`config.mk`:
```
export PLATFORM = sky130hd
export DESIGN_NAME = amd_addressing_mode_decoder
export DESIGN_NICKNAME = d
export VERILOG_FILES = /design/src/logic/amd_pkg.sv /design/src/logic/amd_addressing_mode_decoder.sv
export SDC_FILE = /design/constraint.sdc
export NUM_CORES = 1
export LEC_CHECK = 0
export BUFFER_PORTS_ARGS = -buffer_cell sky130_fd_sc_hd__buf_2
export CORE_MARGIN = 2
export CORE_UTILIZATION = 45
export CTS_CLUSTER_SIZE = 40
export DETAILED_ROUTE_END_ITERATION = 8
export HOLD_SLACK_MARGIN = 0.12
export SKIP_LAST_GASP = 1
export SLEW_MARGIN = 20
export SYNTH_ARGS = -nofsm -noshare
export SYNTH_HDL_FRONTEND = slang
export SYNTH_SLANG_ARGS = --single-unit
```
`constraint.sdc`:
```
create_clock -name i_clk -period 4.5 [get_ports i_clk]
set_clock_uncertainty 0.2 [all_clocks]
set_input_delay 0.45 -clock i_clk [delete_from_list [all_inputs] [get_ports i_clk]]
set_output_delay 0.45 -clock i_clk [all_outputs]
set_load 0.03 [all_outputs]
```
`src/logic/amd_pkg.sv`:
```
// Package for the addressing-mode decoder: prefixes, modes, lengths and carriers
package amd_pkg;

	// Prefix byte codes
	localparam logic [7:0] AMD_Y_SELECT_PREFIX      = 8'h90;
	localparam logic [7:0] AMD_INDIRECT_Y_PREFIX    = 8'h91;
	localparam logic [7:0] AMD_INDIRECT_SELECT_PREFIX = 8'h92;

	// Reset values
	localparam logic [15:0] AMD_ADDR_RST = 16'h0000;
	localparam logic [7:0]  AMD_BYTE_RST = 8'h00;
	localparam logic [7:0]  AMD_PAGE0_HI = 8'h00;

	// Operand byte counts beyond the opcode
	localparam logic [1:0] AMD_LEN_0 = 2'd0;
	localparam logic [1:0] AMD_LEN_1 = 2'd1;
	localparam logic [1:0] AMD_LEN_2 = 2'd2;

	// Mode requested by the opcode decoder (before prefix conversion)
	typedef enum logic [3:0] {
		AMD_M_INHERENT,
		AMD_M_IMMEDIATE,
		AMD_M_DIRECT_SHORT,
		AMD_M_DIRECT_LONG,
		AMD_M_IDX_NONE,
		AMD_M_IDX_SHORT,
		AMD_M_IDX_LONG,
		AMD_M_IND_SHORT,
		AMD_M_IND_LONG,
		AMD_M_IIDX_SHORT,
		AMD_M_IIDX_LONG,
		AMD_M_REL_DIRECT,
		AMD_M_BIT_DIRECT,
		AMD_M_BIT_REL
	} amd_mode_t;

	// Decode request from the core
	typedef struct packed {
		amd_mode_t   mode;
		logic [7:0]  prefix;
		logic        has_prefix;
		logic        rmw;
		logic [15:0] pc_next;
		logic [7:0]  idx_x;
		logic [7:0]  idx_y;
	} amd_req_t;

	// Decode answer to the core
	typedef struct packed {
		logic        ok;
		logic        illegal_long_rmw;
		logic        use_y;
		logic        indirect;
		logic        is_imm;
		logic [7:0]  imm;
		logic [2:0]  length;
		logic [15:0] ea;
		logic [15:0] branch_target;
	} amd_rsp_t;

endpackage : amd_pkg

```
`src/logic/amd_addressing_mode_decoder.sv`:
```
// Addressing-mode decoder with effective-address and branch-target generation
`timescale 1ns/1ps
// Function
// - Inherent instruction is one byte only
// - Immediate uses one operand byte as value
// - Short direct: one address byte, page zero
// - Long direct: two address bytes, full space
// - Indexed address is index plus offset, unsigned
// - No-offset indexed uses index alone
// - No-offset length: zero with X, one with Y
// - Short indexed: byte offset, up to 1FE
// - Long indexed: word offset, full space
// - Short indirect: byte pointer gives page-zero address
// - Long indirect: word pointer gives full address
// - Short direct and short indirect reach page zero only; short indexed reaches up to 1FE
// - Read-modify-write refuses only the long forms; short and no-offset forms are allowed
// - Branch adds signed offset to next PC
// - Y-select prefix swaps X for Y
// - Indirect-select prefix makes direct and short/long indexed forms indirect
// - Indirect-Y prefix swaps X for Y in indirect indexed
module amd_addressing_mode_decoder (
	// Clock and reset
	input  wire logic              i_clk,
	input  wire logic              i_rstn,
	// Decode request
	input  wire logic              i_start,
	input  amd_pkg::amd_req_t      i_req,
	// Memory read port (one byte per request, answer in the same cycle)
	output logic                   o_mem_rd,
	output logic [15:0]            o_mem_addr,
	input  wire logic [7:0]        i_mem_data,
	// Decode answer
	output logic                   o_busy,
	output logic                   o_done,
	output amd_pkg::amd_rsp_t      o_rsp
);
	import amd_pkg::*;

	typedef enum {
		AMD_IDLE,
		AMD_FETCH_OP,
		AMD_FETCH_PTR,
		AMD_FINISH
	} amd_state_t;

	amd_state_t   state_reg;
	amd_req_t     req_reg;
	amd_mode_t    mode_reg;
	logic         use_y_reg;
	logic         indirect_reg;
	logic [1:0]   op_cnt_reg;
	logic [1:0]   op_idx_reg;
	logic [15:0]  op_word_reg;
	logic [1:0]   ptr_cnt_reg;
	logic [1:0]   ptr_idx_reg;
	logic [15:0]  ptr_word_reg;
	logic [15:0]  fetch_pc_reg;
	logic         wait_reg;

	// Prefix conversion of the requested mode, done once at start
	amd_mode_t    mode_next;
	logic         use_y_next;
	logic         ind_next;
	logic [1:0]   op_cnt_next;
	logic         op_len_extra;

	always_comb begin
		mode_next  = i_req.mode;
		use_y_next = 1'b0;
		ind_next   = 1'b0;
		if (i_req.has_prefix && i_req.prefix == AMD_Y_SELECT_PREFIX) begin
			use_y_next = 1'b1;
		end else if (i_req.has_prefix && i_req.prefix == AMD_INDIRECT_SELECT_PREFIX) begin
			ind_next = 1'b1;
			case (i_req.mode)
				AMD_M_DIRECT_SHORT: mode_next = AMD_M_IND_SHORT;
				AMD_M_DIRECT_LONG:  mode_next = AMD_M_IND_LONG;
				AMD_M_IDX_SHORT:    mode_next = AMD_M_IIDX_SHORT;
				AMD_M_IDX_LONG:     mode_next = AMD_M_IIDX_LONG;
				default:            mode_next = i_req.mode;
			endcase
		end else if (i_req.has_prefix && i_req.prefix == AMD_INDIRECT_Y_PREFIX) begin
			ind_next   = 1'b1;
			use_y_next = 1'b1;
			case (i_req.mode)
				AMD_M_IDX_SHORT: mode_next = AMD_M_IIDX_SHORT;
				AMD_M_IDX_LONG:  mode_next = AMD_M_IIDX_LONG;
				default:         mode_next = i_req.mode;
			endcase
		end
		case (mode_next)
			AMD_M_INHERENT:    op_cnt_next = AMD_LEN_0;
			AMD_M_IDX_NONE:    op_cnt_next = AMD_LEN_0;
			AMD_M_DIRECT_LONG: op_cnt_next = AMD_LEN_2;
			AMD_M_IDX_LONG:    op_cnt_next = AMD_LEN_2;
			AMD_M_BIT_REL:     op_cnt_next = AMD_LEN_2;
			default:           op_cnt_next = AMD_LEN_1;
		endcase
	end

	// Prefix byte counts in the length; gives +1 for no-offset indexed with Y
	assign op_len_extra = req_reg.has_prefix;

	// Pointer fetch size after the pointer address byte
	logic [1:0] ptr_cnt_next;
	always_comb begin
		case (mode_next)
			AMD_M_IND_LONG:  ptr_cnt_next = AMD_LEN_2;
			AMD_M_IIDX_LONG: ptr_cnt_next = AMD_LEN_2;
			AMD_M_IND_SHORT: ptr_cnt_next = AMD_LEN_1;
			AMD_M_IIDX_SHORT: ptr_cnt_next = AMD_LEN_1;
			default:         ptr_cnt_next = ind_next ? AMD_LEN_1 : AMD_LEN_0;
		endcase
	end

	// Sequencing of operand and pointer fetches
	always_ff @(posedge i_clk or negedge i_rstn) begin
		if (!i_rstn) begin
			state_reg    <= AMD_IDLE;
			op_idx_reg   <= AMD_LEN_0;
			ptr_idx_reg  <= AMD_LEN_0;
			wait_reg     <= 1'b0;
			fetch_pc_reg <= AMD_ADDR_RST;
		end else begin
			case (state_reg)
				AMD_IDLE: begin
					if (i_start) begin
						op_idx_reg   <= AMD_LEN_0;
						ptr_idx_reg  <= AMD_LEN_0;
						wait_reg     <= 1'b0;
						fetch_pc_reg <= i_req.pc_next;
						state_reg    <= (op_cnt_next == AMD_LEN_0) ? AMD_FINISH : AMD_FETCH_OP;
					end
				end
				AMD_FETCH_OP: begin
					if (wait_reg) begin
						wait_reg     <= 1'b0;
						op_idx_reg   <= op_idx_reg + 2'd1;
						fetch_pc_reg <= fetch_pc_reg + 16'h0001;
						if (op_idx_reg + 2'd1 == op_cnt_reg)
							state_reg <= (ptr_cnt_reg != AMD_LEN_0) ? AMD_FETCH_PTR : AMD_FINISH;
					end else begin
						wait_reg <= 1'b1;
					end
				end
				AMD_FETCH_PTR: begin
					if (wait_reg) begin
						wait_reg    <= 1'b0;
						ptr_idx_reg <= ptr_idx_reg + 2'd1;
						if (ptr_idx_reg + 2'd1 == ptr_cnt_reg)
							state_reg <= AMD_FINISH;
					end else begin
						wait_reg <= 1'b1;
					end
				end
				AMD_FINISH: state_reg <= AMD_IDLE;
				default:    state_reg <= AMD_IDLE;
			endcase
		end
	end

	// Request capture
	always_ff @(posedge i_clk or negedge i_rstn) begin
		if (!i_rstn) begin
			req_reg      <= '0;
			mode_reg     <= AMD_M_INHERENT;
			use_y_reg    <= 1'b0;
			indirect_reg <= 1'b0;
			op_cnt_reg   <= AMD_LEN_0;
			ptr_cnt_reg  <= AMD_LEN_0;
		end else if (state_reg == AMD_IDLE && i_start) begin
			req_reg      <= i_req;
			mode_reg     <= mode_next;
			use_y_reg    <= use_y_next;
			indirect_reg <= ind_next;
			op_cnt_reg   <= op_cnt_next;
			ptr_cnt_reg  <= ptr_cnt_next;
		end
	end

	// Operand bytes arrive high byte first; pointer word likewise
	always_ff @(posedge i_clk or negedge i_rstn) begin
		if (!i_rstn) begin
			op_word_reg  <= AMD_ADDR_RST;
			ptr_word_reg <= AMD_ADDR_RST;
		end else if (state_reg == AMD_IDLE && i_start) begin
			op_word_reg  <= AMD_ADDR_RST;
			ptr_word_reg <= AMD_ADDR_RST;
		end else if (wait_reg && state_reg == AMD_FETCH_OP) begin
			op_word_reg <= {op_word_reg[7:0], i_mem_data};
		end else if (wait_reg && state_reg == AMD_FETCH_PTR) begin
			ptr_word_reg <= {ptr_word_reg[7:0], i_mem_data};
		end
	end

	// Pointer bytes are read from the pointer address in page zero and the byte after it, carrying into 0100 from ff
	// Bit-relative keeps its bit address first and its branch offset second, so the
	// pointer address is the first operand byte there and the last one everywhere else
	logic [7:0]  ptr_base;
	logic [15:0] ptr_addr;
	always_comb begin
		if (mode_reg == AMD_M_BIT_REL) begin
			ptr_base = op_word_reg[15:8];
		end else begin
			ptr_base = op_word_reg[7:0];
		end
	end
	assign ptr_addr = {AMD_PAGE0_HI, ptr_base} + {14'h0000, ptr_idx_reg};

	always_ff @(posedge i_clk or negedge i_rstn) begin
		if (!i_rstn) begin
			o_mem_rd   <= 1'b0;
			o_mem_addr <= AMD_ADDR_RST;
		end else begin
			o_mem_rd   <= 1'b0;
			if (state_reg == AMD_FETCH_OP && !wait_reg) begin
				o_mem_rd   <= 1'b1;
				o_mem_addr <= fetch_pc_reg;
			end else if (state_reg == AMD_FETCH_PTR && !wait_reg) begin
				o_mem_rd   <= 1'b1;
				o_mem_addr <= ptr_addr;
			end
		end
	end

	// Effective address and branch target
	logic [7:0]  index;
	logic [15:0] ea;
	logic [15:0] rel_base;
	logic [15:0] target;
	logic [2:0]  length;
	logic        bad_rmw;

	// Index choice follows the prefix; register values are those sampled with the start
	assign index = use_y_reg ? req_reg.idx_y : req_reg.idx_x;

	always_comb begin
		ea = AMD_ADDR_RST;
		// Indirect bit forms take the pointed byte as their page-zero bit address
		case (mode_reg)
			AMD_M_DIRECT_SHORT: ea = {AMD_PAGE0_HI, op_word_reg[7:0]};
			AMD_M_BIT_DIRECT:   ea = {AMD_PAGE0_HI, indirect_reg ? ptr_word_reg[7:0] : op_word_reg[7:0]};
			AMD_M_BIT_REL:      ea = {AMD_PAGE0_HI, indirect_reg ? ptr_word_reg[7:0] : op_word_reg[15:8]};
			AMD_M_DIRECT_LONG:  ea = op_word_reg;
			AMD_M_IDX_NONE:     ea = {AMD_PAGE0_HI, index};
			AMD_M_IDX_SHORT:    ea = {AMD_PAGE0_HI, index} + {AMD_PAGE0_HI, op_word_reg[7:0]};
			AMD_M_IDX_LONG:     ea = {AMD_PAGE0_HI, index} + op_word_reg;
			AMD_M_IND_SHORT:    ea = {AMD_PAGE0_HI, ptr_word_reg[7:0]};
			AMD_M_IND_LONG:     ea = ptr_word_reg;
			AMD_M_IIDX_SHORT:   ea = {AMD_PAGE0_HI, index} + {AMD_PAGE0_HI, ptr_word_reg[7:0]};
			AMD_M_IIDX_LONG:    ea = {AMD_PAGE0_HI, index} + ptr_word_reg;
			default:            ea = AMD_ADDR_RST;
		endcase
	end

	// Relative offset: operand byte, or the pointed byte when indirect; the indirect
	// bit-relative form points only at its bit address and keeps the offset inline
	logic [7:0] rel_off;
	always_comb begin
		if (indirect_reg && mode_reg != AMD_M_BIT_REL) begin
			rel_off = ptr_word_reg[7:0];
		end else begin
			rel_off = op_word_reg[7:0];
		end
	end
	// The prefix stands before the opcode, so it does not move the next-instruction PC:
	// only the operand bytes after pc_next are skipped
	assign rel_base = req_reg.pc_next + {14'h0000, op_cnt_reg};
	assign target   = rel_base + {{8{rel_off[7]}}, rel_off};

	// Long forms are refused for memory read-modify-write
	assign bad_rmw = req_reg.rmw && (mode_reg == AMD_M_DIRECT_LONG || mode_reg == AMD_M_IDX_LONG
		|| mode_reg == AMD_M_IND_LONG || mode_reg == AMD_M_IIDX_LONG);

	// Length counted from the opcode: operand bytes plus any prefix byte
	assign length = {1'b0, op_cnt_reg} + {2'b00, op_len_extra};

	always_ff @(posedge i_clk or negedge i_rstn) begin
		if (!i_rstn) begin
			o_done <= 1'b0;
			o_busy <= 1'b0;
			o_rsp  <= '0;
		end else begin
			// A start while busy is dropped without notice; the core waits for done
			o_done <= (state_reg == AMD_FINISH);
			o_busy <= (state_reg != AMD_IDLE) || i_start;
			if (state_reg == AMD_FINISH) begin
				o_rsp.ok               <= !bad_rmw;
				o_rsp.illegal_long_rmw <= bad_rmw;
				o_rsp.use_y            <= use_y_reg;
				o_rsp.indirect         <= indirect_reg;
				o_rsp.is_imm           <= (mode_reg == AMD_M_IMMEDIATE);
				o_rsp.imm              <= (mode_reg == AMD_M_IMMEDIATE) ? op_word_reg[7:0] : AMD_BYTE_RST;
				o_rsp.length           <= length;
				o_rsp.ea               <= ea;
				o_rsp.branch_target    <= target;
			end
		end
	end

endmodule : amd_addressing_mode_decoder

```
### Word-level counts from Yosys, hierarchy flattened

Cells that the tools add are included.

| word-level totals | value |
|---|---|
| register bits after elaboration | 196 |
| input bits | 57 |
| output and inout bits | 67 |
| logic and storage cells | 168 |

| cells by class | value |
|---|---|
| $add $sub $neg | 11 |
| equal/unequal tests | 41 |
| mux-type cells | 48 |
| reductions and logical operators | 38 |

Operators with widths:

| cell | number |
|---|---|
| 16-bit case mux with 11 select lines | 1 |
| 32-bit two-way mux | 5 |
| 16-bit two-way mux | 9 |
| 32-bit case mux with 3 select lines | 1 |
| 32-bit by 2-bit equality test with 1-bit output (second input constant) | 2 |
| 32-bit by 3-bit equality test with 1-bit output (second input constant) | 2 |
| 32-bit logical NOT | 2 |
| 8-bit two-way mux | 6 |
| 4-bit by 3-bit equality test with 1-bit output (second input constant) | 9 |
| 4-bit equality test (second input constant) | 9 |
| 8-bit by 16-bit adder with 16-bit output | 2 |
| 32-bit by 1-bit equality test with 1-bit output (second input constant) | 1 |
| 16-bit case mux with 2 select lines | 1 |
| 32-bit nonzero test | 1 |
| 8-bit equality test (second input constant) | 3 |
| 4-bit by 2-bit equality test with 1-bit output (second input constant) | 5 |
| 8-bit by 8-bit adder with 9-bit output | 2 |
| 16-bit by 1-bit adder with 16-bit output (second input constant) | 1 |
| 16-bit adder | 1 |
| 16-bit by 2-bit adder with 16-bit output | 1 |
| 2-bit case mux with 2 select lines | 4 |
| 4-bit case mux with 4 select lines | 1 |
| 2-bit nonzero test | 7 |
| 4-bit two-way mux | 3 |
| 21 further kinds | 59 |

### Longest topological paths before layout

Gate-level depths: netlist of the first run.

| logic depth | value |
|---|---|
| depth in word-level cells | 12 |
| mapped depth | 14 |
| mapped depth without buffers | 13 |

### Worst setup path after synthesis of the first run

OpenSTA, ideal clock, no wires.

| timing path | value |
|---|---|
| kind | reg-to-reg |
| start | register mode_reg[1] |
| end | register o_rsp[15] (netlist name) |
| library setup time | 0.066 ns |
| data arrival time | 3.469 ns |
| path slack | 0.765 ns |
| cell stages (with the launch flop) | 13 |
| cell sequence | dfrtp_1 -> nand4b_4 -> nand2_4 -> mux2_2 -> fa_1 -> ha_1 -> fa_1 -> a211oi_1 -> o21bai_1 -> nor4_2 -> o41ai_1 -> a2111oi_0 -> a221o_1 |

| on the way | value |
|---|---|
| word-level cells in the longest chain between the ends | 4 |

RTL lines:

| element | RTL line | text |
|---|---|---|
| from (decl) | amd_addressing_mode_decoder.sv:48 | `amd_mode_t mode_reg;` |
| from (signal assigned) | amd_addressing_mode_decoder.sv:173 | `mode_reg <= mode_next;` |
| 4-bit inequality test | amd_addressing_mode_decoder.sv:260 | `if (indirect_reg && mode_reg != AMD_M_BIT_REL) begin` |
| 1-bit logical AND | amd_addressing_mode_decoder.sv:260 |  |
| 8-bit two-way mux | amd_addressing_mode_decoder.sv:260 |  |
| 16-bit adder | amd_addressing_mode_decoder.sv:269 | `assign target = rel_base + {{8{rel_off[7]}}, rel_off};` |
| to (decl) | amd_addressing_mode_decoder.sv:35 | `output amd_pkg::amd_rsp_t o_rsp` |

Every way passes these cells.
A chain may end at the register's enable or synchronous reset.

### Worst setup path in the final report of the first run

Ends and elaborated chain as after synthesis.

==> parameters.txt, run 1 <==
Parameter                              Value

Cells and area
  Share of final-layout standard cells stronger than drive strength 1    0.184
  Net total in the final layout    1,405
  Area overhead of the layout relative to synthesis    18.6%
  Fin util    0.545
  Flip-flop count of the largest register after layout    48
  Final-layout fill cell count    2,050

Synthesis
  Post-synthesis instance total    1,150
  Number of distinct library cell variants in the gate-level netlist after synthesis    76
  Area share of the largest cell type after synthesis    0.400
  Commonest cells post-synth    nand2_1 (233), dfrtp_1 (166), a21oi_1 (82)
  Library cell occupying the most area in the post-synthesis netlist    dfrtp_1
  Number of flops mapped to enable cells by yosys    0
  Ys flop type    dfrtp_1
  Sequential cell area fraction in the yosys report    0.400
  Most frequently used cell type in the post-synthesis netlist    nand2_1
  Leading post-synthesis cells by cell area    dfrtp_1 (40%), nand2_1 (8.4%), ha_1 (6.5%)
  Number of warnings printed during yosys synthesis    0
  Synthesized area    0.0104 mm2
  Number of flip-flops and latches in the synthesized netlist    166
  Mean Syn Cell Area    9.04 um2
  Net count after synthesis    1,267
  Share of flip-flops with an asynchronous set or reset after synthesis    1.00

Clock network
  Number of sinks on the clock net    166
  Clock tree from TritonCTS    done
  Root Buffer Master    clkbuf_16
  Post-CTS Setup Repair Bufs    0
  CTS Buf Count    17
  H-tree levels    4
  Maximum root-to-sink buffer count    2
  Clock-pin slew on the worst setup and hold paths    0.07 ns
  Clock insertion delay at the later pin of the skew report    0.44 ns
  Hold buffer count at cts    43
  Post-cts sizing count    0

Power
  Max IR drop VDD    0.283 mV
  Total leakage power    5.86 nW
  Pwr per Cell Area    715 mW/mm2

Floorplan
  Top-level port count    124
  Die width    156 um
  Initial Utilization    0.459
  Die Ht    156 um
  Number of core rows    55
  Area of the core    0.0226 mm2
  Full die area    0.0243 mm2

Timing
  Achievable frequency    237 MHz
  Final period utilization    0.939
  Unrepaired setup endpoints after global routing    false
  Worst-Margin Slew    1.12 ns
  Number of endpoints with negative hold slack in the final report    0
  Final setup vio count    0
  Final Critical Period    4.22 ns
  Least setup slack across all paths after layout    0.275 ns
  Final max-slew violation count    0
  Total negative setup slack    0 ns
  Relative max-transition margin    0.248

Global routing
  Global-route wire length before repair    48.9 mm
  Maximum number of pins on one net before global-route repair    97
  All-Layer GR Usage    0.259
  Number of antenna violations at the first check in global routing    1
  Via count of the first global-routing pass    8,686
  Global route overflow    0

Setup path
  Terminus of the critical flop-to-flop path    o_rsp[15]
  Critical path capture point type    register
  Most common cell on crit path    fa_1
  Stages on the worst setup path    12
  Worst path bufs/invs    0
  Cell count of the worst reg-to-reg path    12
  Largest driver fanout on the critical path    14
  Critical path startpoint    mode_reg[1]
  CP Class    register to register
  Crit path largest cell delay    0.44 ns
  Critical path capture point    o_rsp[15]
  Slowest CP cell    fa_1
  Top delay family on crit path    compound AO/OA/AOI/OAI gates
  Setup crit start kind    register
  Reg-to-reg critical path startpoint    mode_reg[1]
  Crit-path cells    nand4b_4 > nand2_4 > mux2_2 > fa_1 > ha_1 > fa_1 > a211oi_1 > o21bai_1 > nor4_2 > o41ai_1 > a2111oi_0 > a221o_1
  Signal arrival time at the worst endpoint    4.40 ns
  Data required time at the worst endpoint    4.68 ns
  Slack of the worst reg-to-reg path    0.28 ns

Detailed routing
  Length of routed wiring on met1    14.7 mm
  Routed length per placed instance    19.4 um
  DR WL met3    2.26 mm
  Number of nets with antenna violations after routing    0
  DR WL met2    13.1 mm
  Number of DRC markers after the initial detailed-route iteration    554
  Via-to-Cell Ratio    5.80
  Post-detailed-routing wire length    30.7 mm
  Detailed-router iteration count before antenna repair    5
  Total via count in the routed design    9,201
  Residual DRC    0
  DR top layer    met4

Place
  Final HPWL DP    21.5 mm
  IO Port Bufs    123
  Pre-CTS setup slack    0.357 ns
  Final Wtd Congestion    0.902

Status
  Run status    completed

Run
  Max_cap viols    0

Worst hold path
  Hold Path Class    input port to register
==> where the power goes <==
part | switching (mW) | total (mW) | leakage, nW | internal [mW]
clock network | 0.749 | 1.50 | 0.296 | 0.755
logic | 2.86 | 4.61 | 3.43 | 1.75
registers | 0.632 | 2.70 | 2.13 | 2.07
total | 4.24 | 8.82 | 5.86 | 4.58
==> layer usage <==
metal	GRT usage	vias up
met3	0.0631	48
met4	0.0747	0
li1	-	4415
met5	0	-
met1	0.380	4390
met2	0.379	348
==> cell usage in the layout (no fill, tap or decap), types with 20 or more instances in the layout <==
master           n
nor2_1          52
nand3_1         25
buf_4           20
a21oi_1         82
mux2i_1         24
dfrtp_1        166
buf_2          122
mux2_2          42
ha_1            54
dlygate4sd3_1   43
nand2_1        233
xnor2_1         23
o21ai_0         37
inv_1           28
==> final cells by class <==
type,count,area [um2],share of cell area
Timing Repair Buffer,187,1220,0.0991
Clock buffer,17,425,0.0345
Antenna cell,1,2.50,0.000203
Sequential cell,166,4150,0.337
Inverter,30,113,0.00913
Clock inverter,15,180,0.0146
Multi-Input combinational cell,886,5880,0.477
Tap cell,285,357,0.0289
==> how the worst min path moves through the flow <==
stage / slack, ns / end / cells past startpoint / startpoint
after floorplan: -0.05 / fetch_pc_reg[0] / 0 / i_rstn
after global placement: 0.25 / req_reg[3] / 2 / req_reg[3]
after detailed placement: 0.26 / req_reg[10] / 2 / req_reg[10]
after CTS: 0.17 / use_y_reg / 4 / i_req[35]
after global routing: 0.20 / mode_reg[1] / 3 / i_req[43]
final: 0.17 / mode_reg[1] / 3 / i_req[43]
==> stage by stage <==
stage | cells | hold slack, ns | area (um2) | total power [mW]
after global routing | 1586 | 0.199 | 12300 | 9.46
after global placement | 1511 | 0.253 | 11300 | 7.18
final | 1587 | 0.173 | 12300 | 8.82
after floorplan | 1150 | -0.0456 | 10400 | 5.85
after CTS | 1586 | 0.165 | 12300 | 8.81
after detailed placement | 1511 | 0.259 | 11300 | 7.24
==> worst min-delay path, stage by stage <==
cell,delay [ns]
buf_2,0.16
o211ai_1,0.11
nand2_1,0.06
==> kinds of logic after synthesis <==
group	count (synthesis)	share of synthesized area
AO/OA/AOI/OAI	296	0.191
AND/OR/NAND/NOR	427	0.196
multiplexers	66	0.0686
XOR/XNOR	37	0.0312
buffers and inverters	98	0.0371
adder cells (fa/ha/maj)	60	0.0765
flip-flops	166	0.400
No activity file was read; power rests on OpenSTA's default activity.
==> inputs of run 2 (changes only) <==
--- a/config.mk
+++ b/config.mk
@@ -6,6 +6,7 @@
 export NUM_CORES = 1
 export LEC_CHECK = 0
 export BUFFER_PORTS_ARGS = -buffer_cell sky130_fd_sc_hd__buf_2
+export CORE_ASPECT_RATIO = 0.5
 export CORE_MARGIN = 2
 export CORE_UTILIZATION = 45
 export CTS_CLUSTER_SIZE = 40
==> parameters.txt, run 2 (synthesis gave the netlist of run 1 again) <==
Parameter                              Value

Status
  Run status    completed

Floorplan
  Top-level port count    124
  Area of the core    0.0227 mm2
  Die width    219 um
  Full die area    0.0244 mm2
  Die Ht    111 um
  Initial Utilization    0.457
  Number of core rows    39

Clock network
  Clock insertion delay at the later pin of the skew report    0.45 ns
  Clock-pin slew on the worst setup and hold paths    0.07 ns
  Root Buffer Master    clkbuf_16
  Clock tree from TritonCTS    done
  Post-cts sizing count    0
  H-tree levels    4
  Maximum root-to-sink buffer count    2
  CTS Buf Count    17
  Number of sinks on the clock net    166

Timing
  Total negative setup slack    0 ns
  Worst-Margin Slew    1.11 ns
  Number of endpoints with negative hold slack in the final report    0
  Final Critical Period    3.94 ns
  Final max-slew violation count    0
  Final period utilization    0.876
  Relative max-transition margin    0.257
  Final setup vio count    0
  Unrepaired setup endpoints after global routing    false
  Achievable frequency    254 MHz

Cells and area
  Most common cell after layout, fill and taps aside    nand2_1
  Final-layout fill cell count    2,143
  Area overhead of the layout relative to synthesis    18.8%
  Area occupied by multi-input gates    0.00587 mm2
  Fin util    0.543
  Commonest cells after routing, fill and taps aside    nand2_1 (233), dfrtp_1 (166), buf_2 (122)
  Area taken by flip-flops and latches    0.00415 mm2
  Number of antenna repair diodes    0
  Flip-flop count of the largest register after layout    48
  Share of final-layout standard cells stronger than drive strength 1    0.186
  Net total in the final layout    1,408

Detailed routing
  DR WL met2    14.2 mm
  DR WL met3    1.90 mm
  Post-detailed-routing wire length    31.5 mm
  Detailed-router iteration count before antenna repair    5
  Number of DRC markers after the initial detailed-route iteration    862
  Total via count in the routed design    9,369
  Number of nets with antenna violations after routing    0
  Routed length per placed instance    19.5 um
  DR top layer    met4
  Residual DRC    0
  Length of routed wiring on met1    14.9 mm
  Via-to-Cell Ratio    5.82

Setup path
  Slack of the worst reg-to-reg path    0.56 ns
  Data required time at the worst endpoint    4.68 ns
  Critical path startpoint    indirect_reg
  Setup crit start kind    register
  Most common cell on crit path    fa_1
  Critical path capture point type    register
  Reg-to-reg critical path startpoint    indirect_reg
  Top delay family on crit path    compound AO/OA/AOI/OAI gates
  CP Class    register to register
  Largest driver fanout on the critical path    10
  Crit-path cells    nand2_4 > mux2_2 > fa_1 > ha_1 > fa_1 > a211oi_1 > o21bai_1 > nor4_2 > o41ai_1 > a2111oi_0 > a221o_1
  Crit path largest cell delay    0.60 ns
  Cell count of the worst reg-to-reg path    11
  Worst path bufs/invs    0
  Terminus of the critical flop-to-flop path    o_rsp[15]
  Signal arrival time at the worst endpoint    4.12 ns
  Slowest CP cell    dfrtp_1

Global routing
  All-Layer GR Usage    0.269
  Global route overflow    0
  Maximum number of pins on one net before global-route repair    103
  Number of antenna violations at the first check in global routing    0
  Via count of the first global-routing pass    9,268
  Global-route wire length before repair    51.0 mm

Power
  Internal    4.67 mW
  Net switching power    4.15 mW
  Part of the total power dissipated in sequential elements    0.306
  Combinational fraction of design power    0.524
  Pwr per Cell Area    714 mW/mm2
  Switching power as a share of total power    0.471
  Portion of total power attributed to the clock network    0.170
  Total leakage power    5.85 nW
  Max IR drop VDD    0.525 mV

Place
  Final HPWL DP    22.2 mm
  IO Port Bufs    123
  Final Wtd Congestion    0.920

Worst hold path
  Number of cells traversed by the worst hold path    4
  Hold Path Class    input port to register
  HP Start    i_req[35]
  Hold-critical path endpoint    use_y_reg

Run
  Max_cap viols    0
[run 2: cell types whose count changed in the layout (fill, tap and decap cells not counted), moves of 2 or more]
cell        previous run  this run
inv_6                  4         2
clkinvlp_4             0         5
clkinv_2               1         3
inv_8                  3         1
clkinv_8               5         0
bufinv_16              0         2
buf_4                 20        23
[run 2: worst register-to-register path, delay by kind of cell, from the launching register on]
family	cells	cell delay (ns)
AND/OR/NAND/NOR	2	0.43
flip-flops	1	0.60
adder cells (fa/ha/maj)	3	1.12
multiplexers	1	0.33
AO/OA/AOI/OAI	5	1.18
[run 2: repair_timing]
action | CTS | global route
hold buffers | 43 | 0
endpoints found under the hold margin | 162 | 0
setup buffers | 0 | 0
[run 2: through the flow]
step | area, um2 | hold slack (ns) | setup slack, ns | power, mW | cells
after detailed placement | 11300 | 0.261 | 0.580 | 7.26 | 1536
after CTS | 12400 | 0.163 | 0.556 | 8.81 | 1611
after global placement | 11300 | 0.256 | 0.629 | 7.16 | 1535
after floorplan | 10400 | -0.0456 | 0.765 | 5.85 | 1150
after global routing | 12400 | 0.170 | 0.146 | 9.49 | 1611
final | 12400 | 0.181 | 0.560 | 8.82 | 1611
[run 2: worst max-delay path by stage]
| stage | cells past startpoint | to |
|---|---|---|
| after floorplan | 12 | o_rsp[15] |
| after global placement | 11 | o_rsp[15] |
| after detailed placement | 11 | o_rsp[15] |
| after CTS | 11 | o_rsp[15] |
| after global routing | 11 | o_rsp[15] |
| final | 11 | o_rsp[15] |
[run 2: power groups by stage]
| stage | Combinational (mW) | Sequential (mW) | Clock, mW |
|---|---|---|---|
| finish | 4.62 | 2.70 | 1.50 |
| global route | 5.11 | 2.78 | 1.60 |
| CTS | 4.61 | 2.68 | 1.52 |
| detailed placement | 4.56 | 2.71 | 0 |
| global placement | 4.47 | 2.69 | 0 |
| floorplan | 3.01 | 2.84 | 0 |
[run 2: final cells by class]
| class | instances | area share |
|---|---|---|
| Tap cell | 307 | 0.0311 |
| Timing Repair Buffer | 190 | 0.101 |
| Clock buffer | 18 | 0.0355 |
| Inverter | 30 | 0.00911 |
| Multi-Input combinational cell | 886 | 0.475 |
| Clock inverter | 14 | 0.0122 |
| Sequential cell | 166 | 0.336 |
[run 2: per-layer routing]
metal  vias to the layer above  GRT usage
met4                         0     0.0577
li1                       4415          -
met3                        35     0.0653
met2                       280      0.413
met1                      4639      0.386
met5                         -          0
==> inputs of run 3 (changes only) <==
--- a/config.mk
+++ b/config.mk
@@ -11,6 +11,7 @@
 export CORE_UTILIZATION = 45
 export CTS_CLUSTER_SIZE = 40
 export DETAILED_ROUTE_END_ITERATION = 8
+export GPL_ROUTABILITY_DRIVEN = 0
 export HOLD_SLACK_MARGIN = 0.12
 export SKIP_LAST_GASP = 1
 export SLEW_MARGIN = 20
==> constraint.sdc (replaced) <==
create_clock -name i_clk -period 4.85 [get_ports i_clk]
set_clock_uncertainty 0.2 [all_clocks]
set_input_delay 0.485 -clock i_clk [delete_from_list [all_inputs] [get_ports i_clk]]
set_output_delay 0.485 -clock i_clk [all_outputs]
set_load 0.03 [all_outputs]
==> parameters.txt, run 3 (synthesis gave the netlist of run 1 again) <==
Parameter                              Value

Timing
  Worst-Margin Slew    1.01 ns
  Total negative setup slack    0 ns
  Final Hold Slack    0.204 ns
  Relative max-transition margin    0.323
  Final max-slew violation count    0
  Final setup vio count    0
  Unrepaired setup endpoints after global routing    false
  Final Critical Period    4.47 ns
  Final period utilization    0.921
  Number of endpoints with negative hold slack in the final report    0
  Achievable frequency    224 MHz

Power
  Internal    4.20 mW
  Net switching power    3.86 mW
  Max IR drop VDD    0.362 mV
  Part of the total power dissipated in sequential elements    0.320
  Portion of total power attributed to the clock network    0.169
  Total leakage power    5.81 nW
  Combinational fraction of design power    0.511
  Total power consumption of the routed design    8.05 mW
  Pwr per Cell Area    656 mW/mm2
  Switching power as a share of total power    0.479

Floorplan
  Number of core rows    39
  Full die area    0.0244 mm2
  Initial Utilization    0.457
  Die Ht    111 um
  Die width    219 um
  Top-level port count    124
  Area of the core    0.0227 mm2

Cells and area
  Net total in the final layout    1,399
  Fin util    0.540
  Flip-flop count of the largest register after layout    48
  Area overhead of the layout relative to synthesis    18.0%
  Commonest cells after routing, fill and taps aside    nand2_1 (233), dfrtp_1 (165), buf_2 (122)
  Share of final-layout standard cells stronger than drive strength 1    0.181
  Most common cell after layout, fill and taps aside    nand2_1

Global routing
  Global-route wire length before repair    49.1 mm
  Maximum number of pins on one net before global-route repair    103
  Number of antenna violations at the first check in global routing    1
  Via count of the first global-routing pass    8,984
  Global route overflow    0
  All-Layer GR Usage    0.258

Detailed routing
  Total via count in the routed design    9,170
  DR top layer    met4
  Number of nets with antenna violations after routing    0
  Number of DRC markers after the initial detailed-route iteration    813
  Post-detailed-routing wire length    30.5 mm
  Residual DRC    0
  DR WL met3    1.88 mm
  Routed length per placed instance    19.0 um
  Via-to-Cell Ratio    5.72
  Detailed-router iteration count before antenna repair    5
  DR WL met2    13.8 mm
  Length of routed wiring on met1    14.4 mm

Worst hold path
  Number of cells traversed by the worst hold path    3
  Hold Path Class    input port to register

Setup path
  Critical path capture point type    register
  Cell count of the worst reg-to-reg path    12
  Data required time at the worst endpoint    5.04 ns
  Signal arrival time at the worst endpoint    4.66 ns
  Setup crit start kind    register
  CP Class    register to register
  Slack of the worst reg-to-reg path    0.38 ns
  Largest driver fanout on the critical path    15

Clock network
  Maximum root-to-sink buffer count    2
  CTS Buf Count    17
  H-tree levels    4
  Post-CTS Setup Repair Bufs    0
  Number of sinks on the clock net    166
  Clock insertion delay at the later pin of the skew report    0.45 ns
  Clock tree from TritonCTS    done
  Root Buffer Master    clkbuf_16
  Clock-pin slew on the worst setup and hold paths    0.07 ns

Run
  Max_cap viols    0

Place
  IO Port Bufs    123
  Final HPWL DP    21.5 mm

Status
  Run status    completed
==> run 3: changes by cell type in the layout (fill, tap and decap cells not counted), moves of 2 or more <==
cell,change
clkinv_2,-3
buf_4,-8
clkinv_8,+2
clkinvlp_4,-3
bufinv_16,-2
inv_6,+3
inv_8,+4
==> run 3: critical path, stage by stage, from the launching register on <==
cell       delay, ns
dfrtp_1         0.68
nand4b_4        0.35
nand2_4         0.24
mux2_2          0.37
fa_1            0.44
ha_1            0.25
fa_1            0.45
a211oi_1        0.28
o21bai_1        0.17
nor4_2          0.25
o41ai_1         0.15
a2111oi_0       0.42
a221o_1         0.16
==> run 3: area by class of cell <==
cell class                 count  area [um2]
antenna                        1        2.50
fill                        2111       10500
tap                          307         384
sequential                   166        4160
multi-input combinational    886        5870
timing repair buffer         181        1160
inverter                      30         113
clock buffer                  17         425
clock inverter                15         156
==> run 3: repair_timing <==
item / in CTS / in global routing
endpoints found under the hold margin: 151 / 0
hold buffers: 43 / 0
resized for setup: 0 / 1
endpoints found under the setup margin: 0 / 1
==> run 3: final timing paths <==
check	start	endpoint
hold reg to reg	req_reg[4]	req_reg[4]
min in group asynchronous	i_rstn	req_reg[5]
setup / recovery	mode_reg[0]	o_rsp[15]
setup reg to reg	mode_reg[0]	o_rsp[15]
hold / removal	i_req[43]	mode_reg[1]
max in group asynchronous	i_rstn	op_word_reg[4]
==> run 3: per-layer routing <==
metal / global-route usage / vias up
met3: 0.0645 / 32
li1: - / 4398
met5: 0 / -
met1: 0.368 / 4479
met2: 0.396 / 261
met4: 0.0617 / 0
==> run 3: per-stage QoR <==
stage / cells / setup WS (ns) / area, um2
floorplan: 1150 / 1.11 / 10400
global placement: 1527 / 0.489 / 11300
detailed placement: 1527 / 0.391 / 11300
CTS: 1602 / 0.357 / 12300
global route: 1602 / 0.0147 / 12300
finish: 1603 / 0.383 / 12300
==> run 3: power groups by stage <==
stage,logic (mW),clock network (mW),registers (mW)
floorplan,2.79,0,2.64
global placement,3.99,0,2.56
detailed placement,4.07,0,2.58
CTS,4.11,1.39,2.56
global route,4.56,1.46,2.65
finish,4.12,1.36,2.57
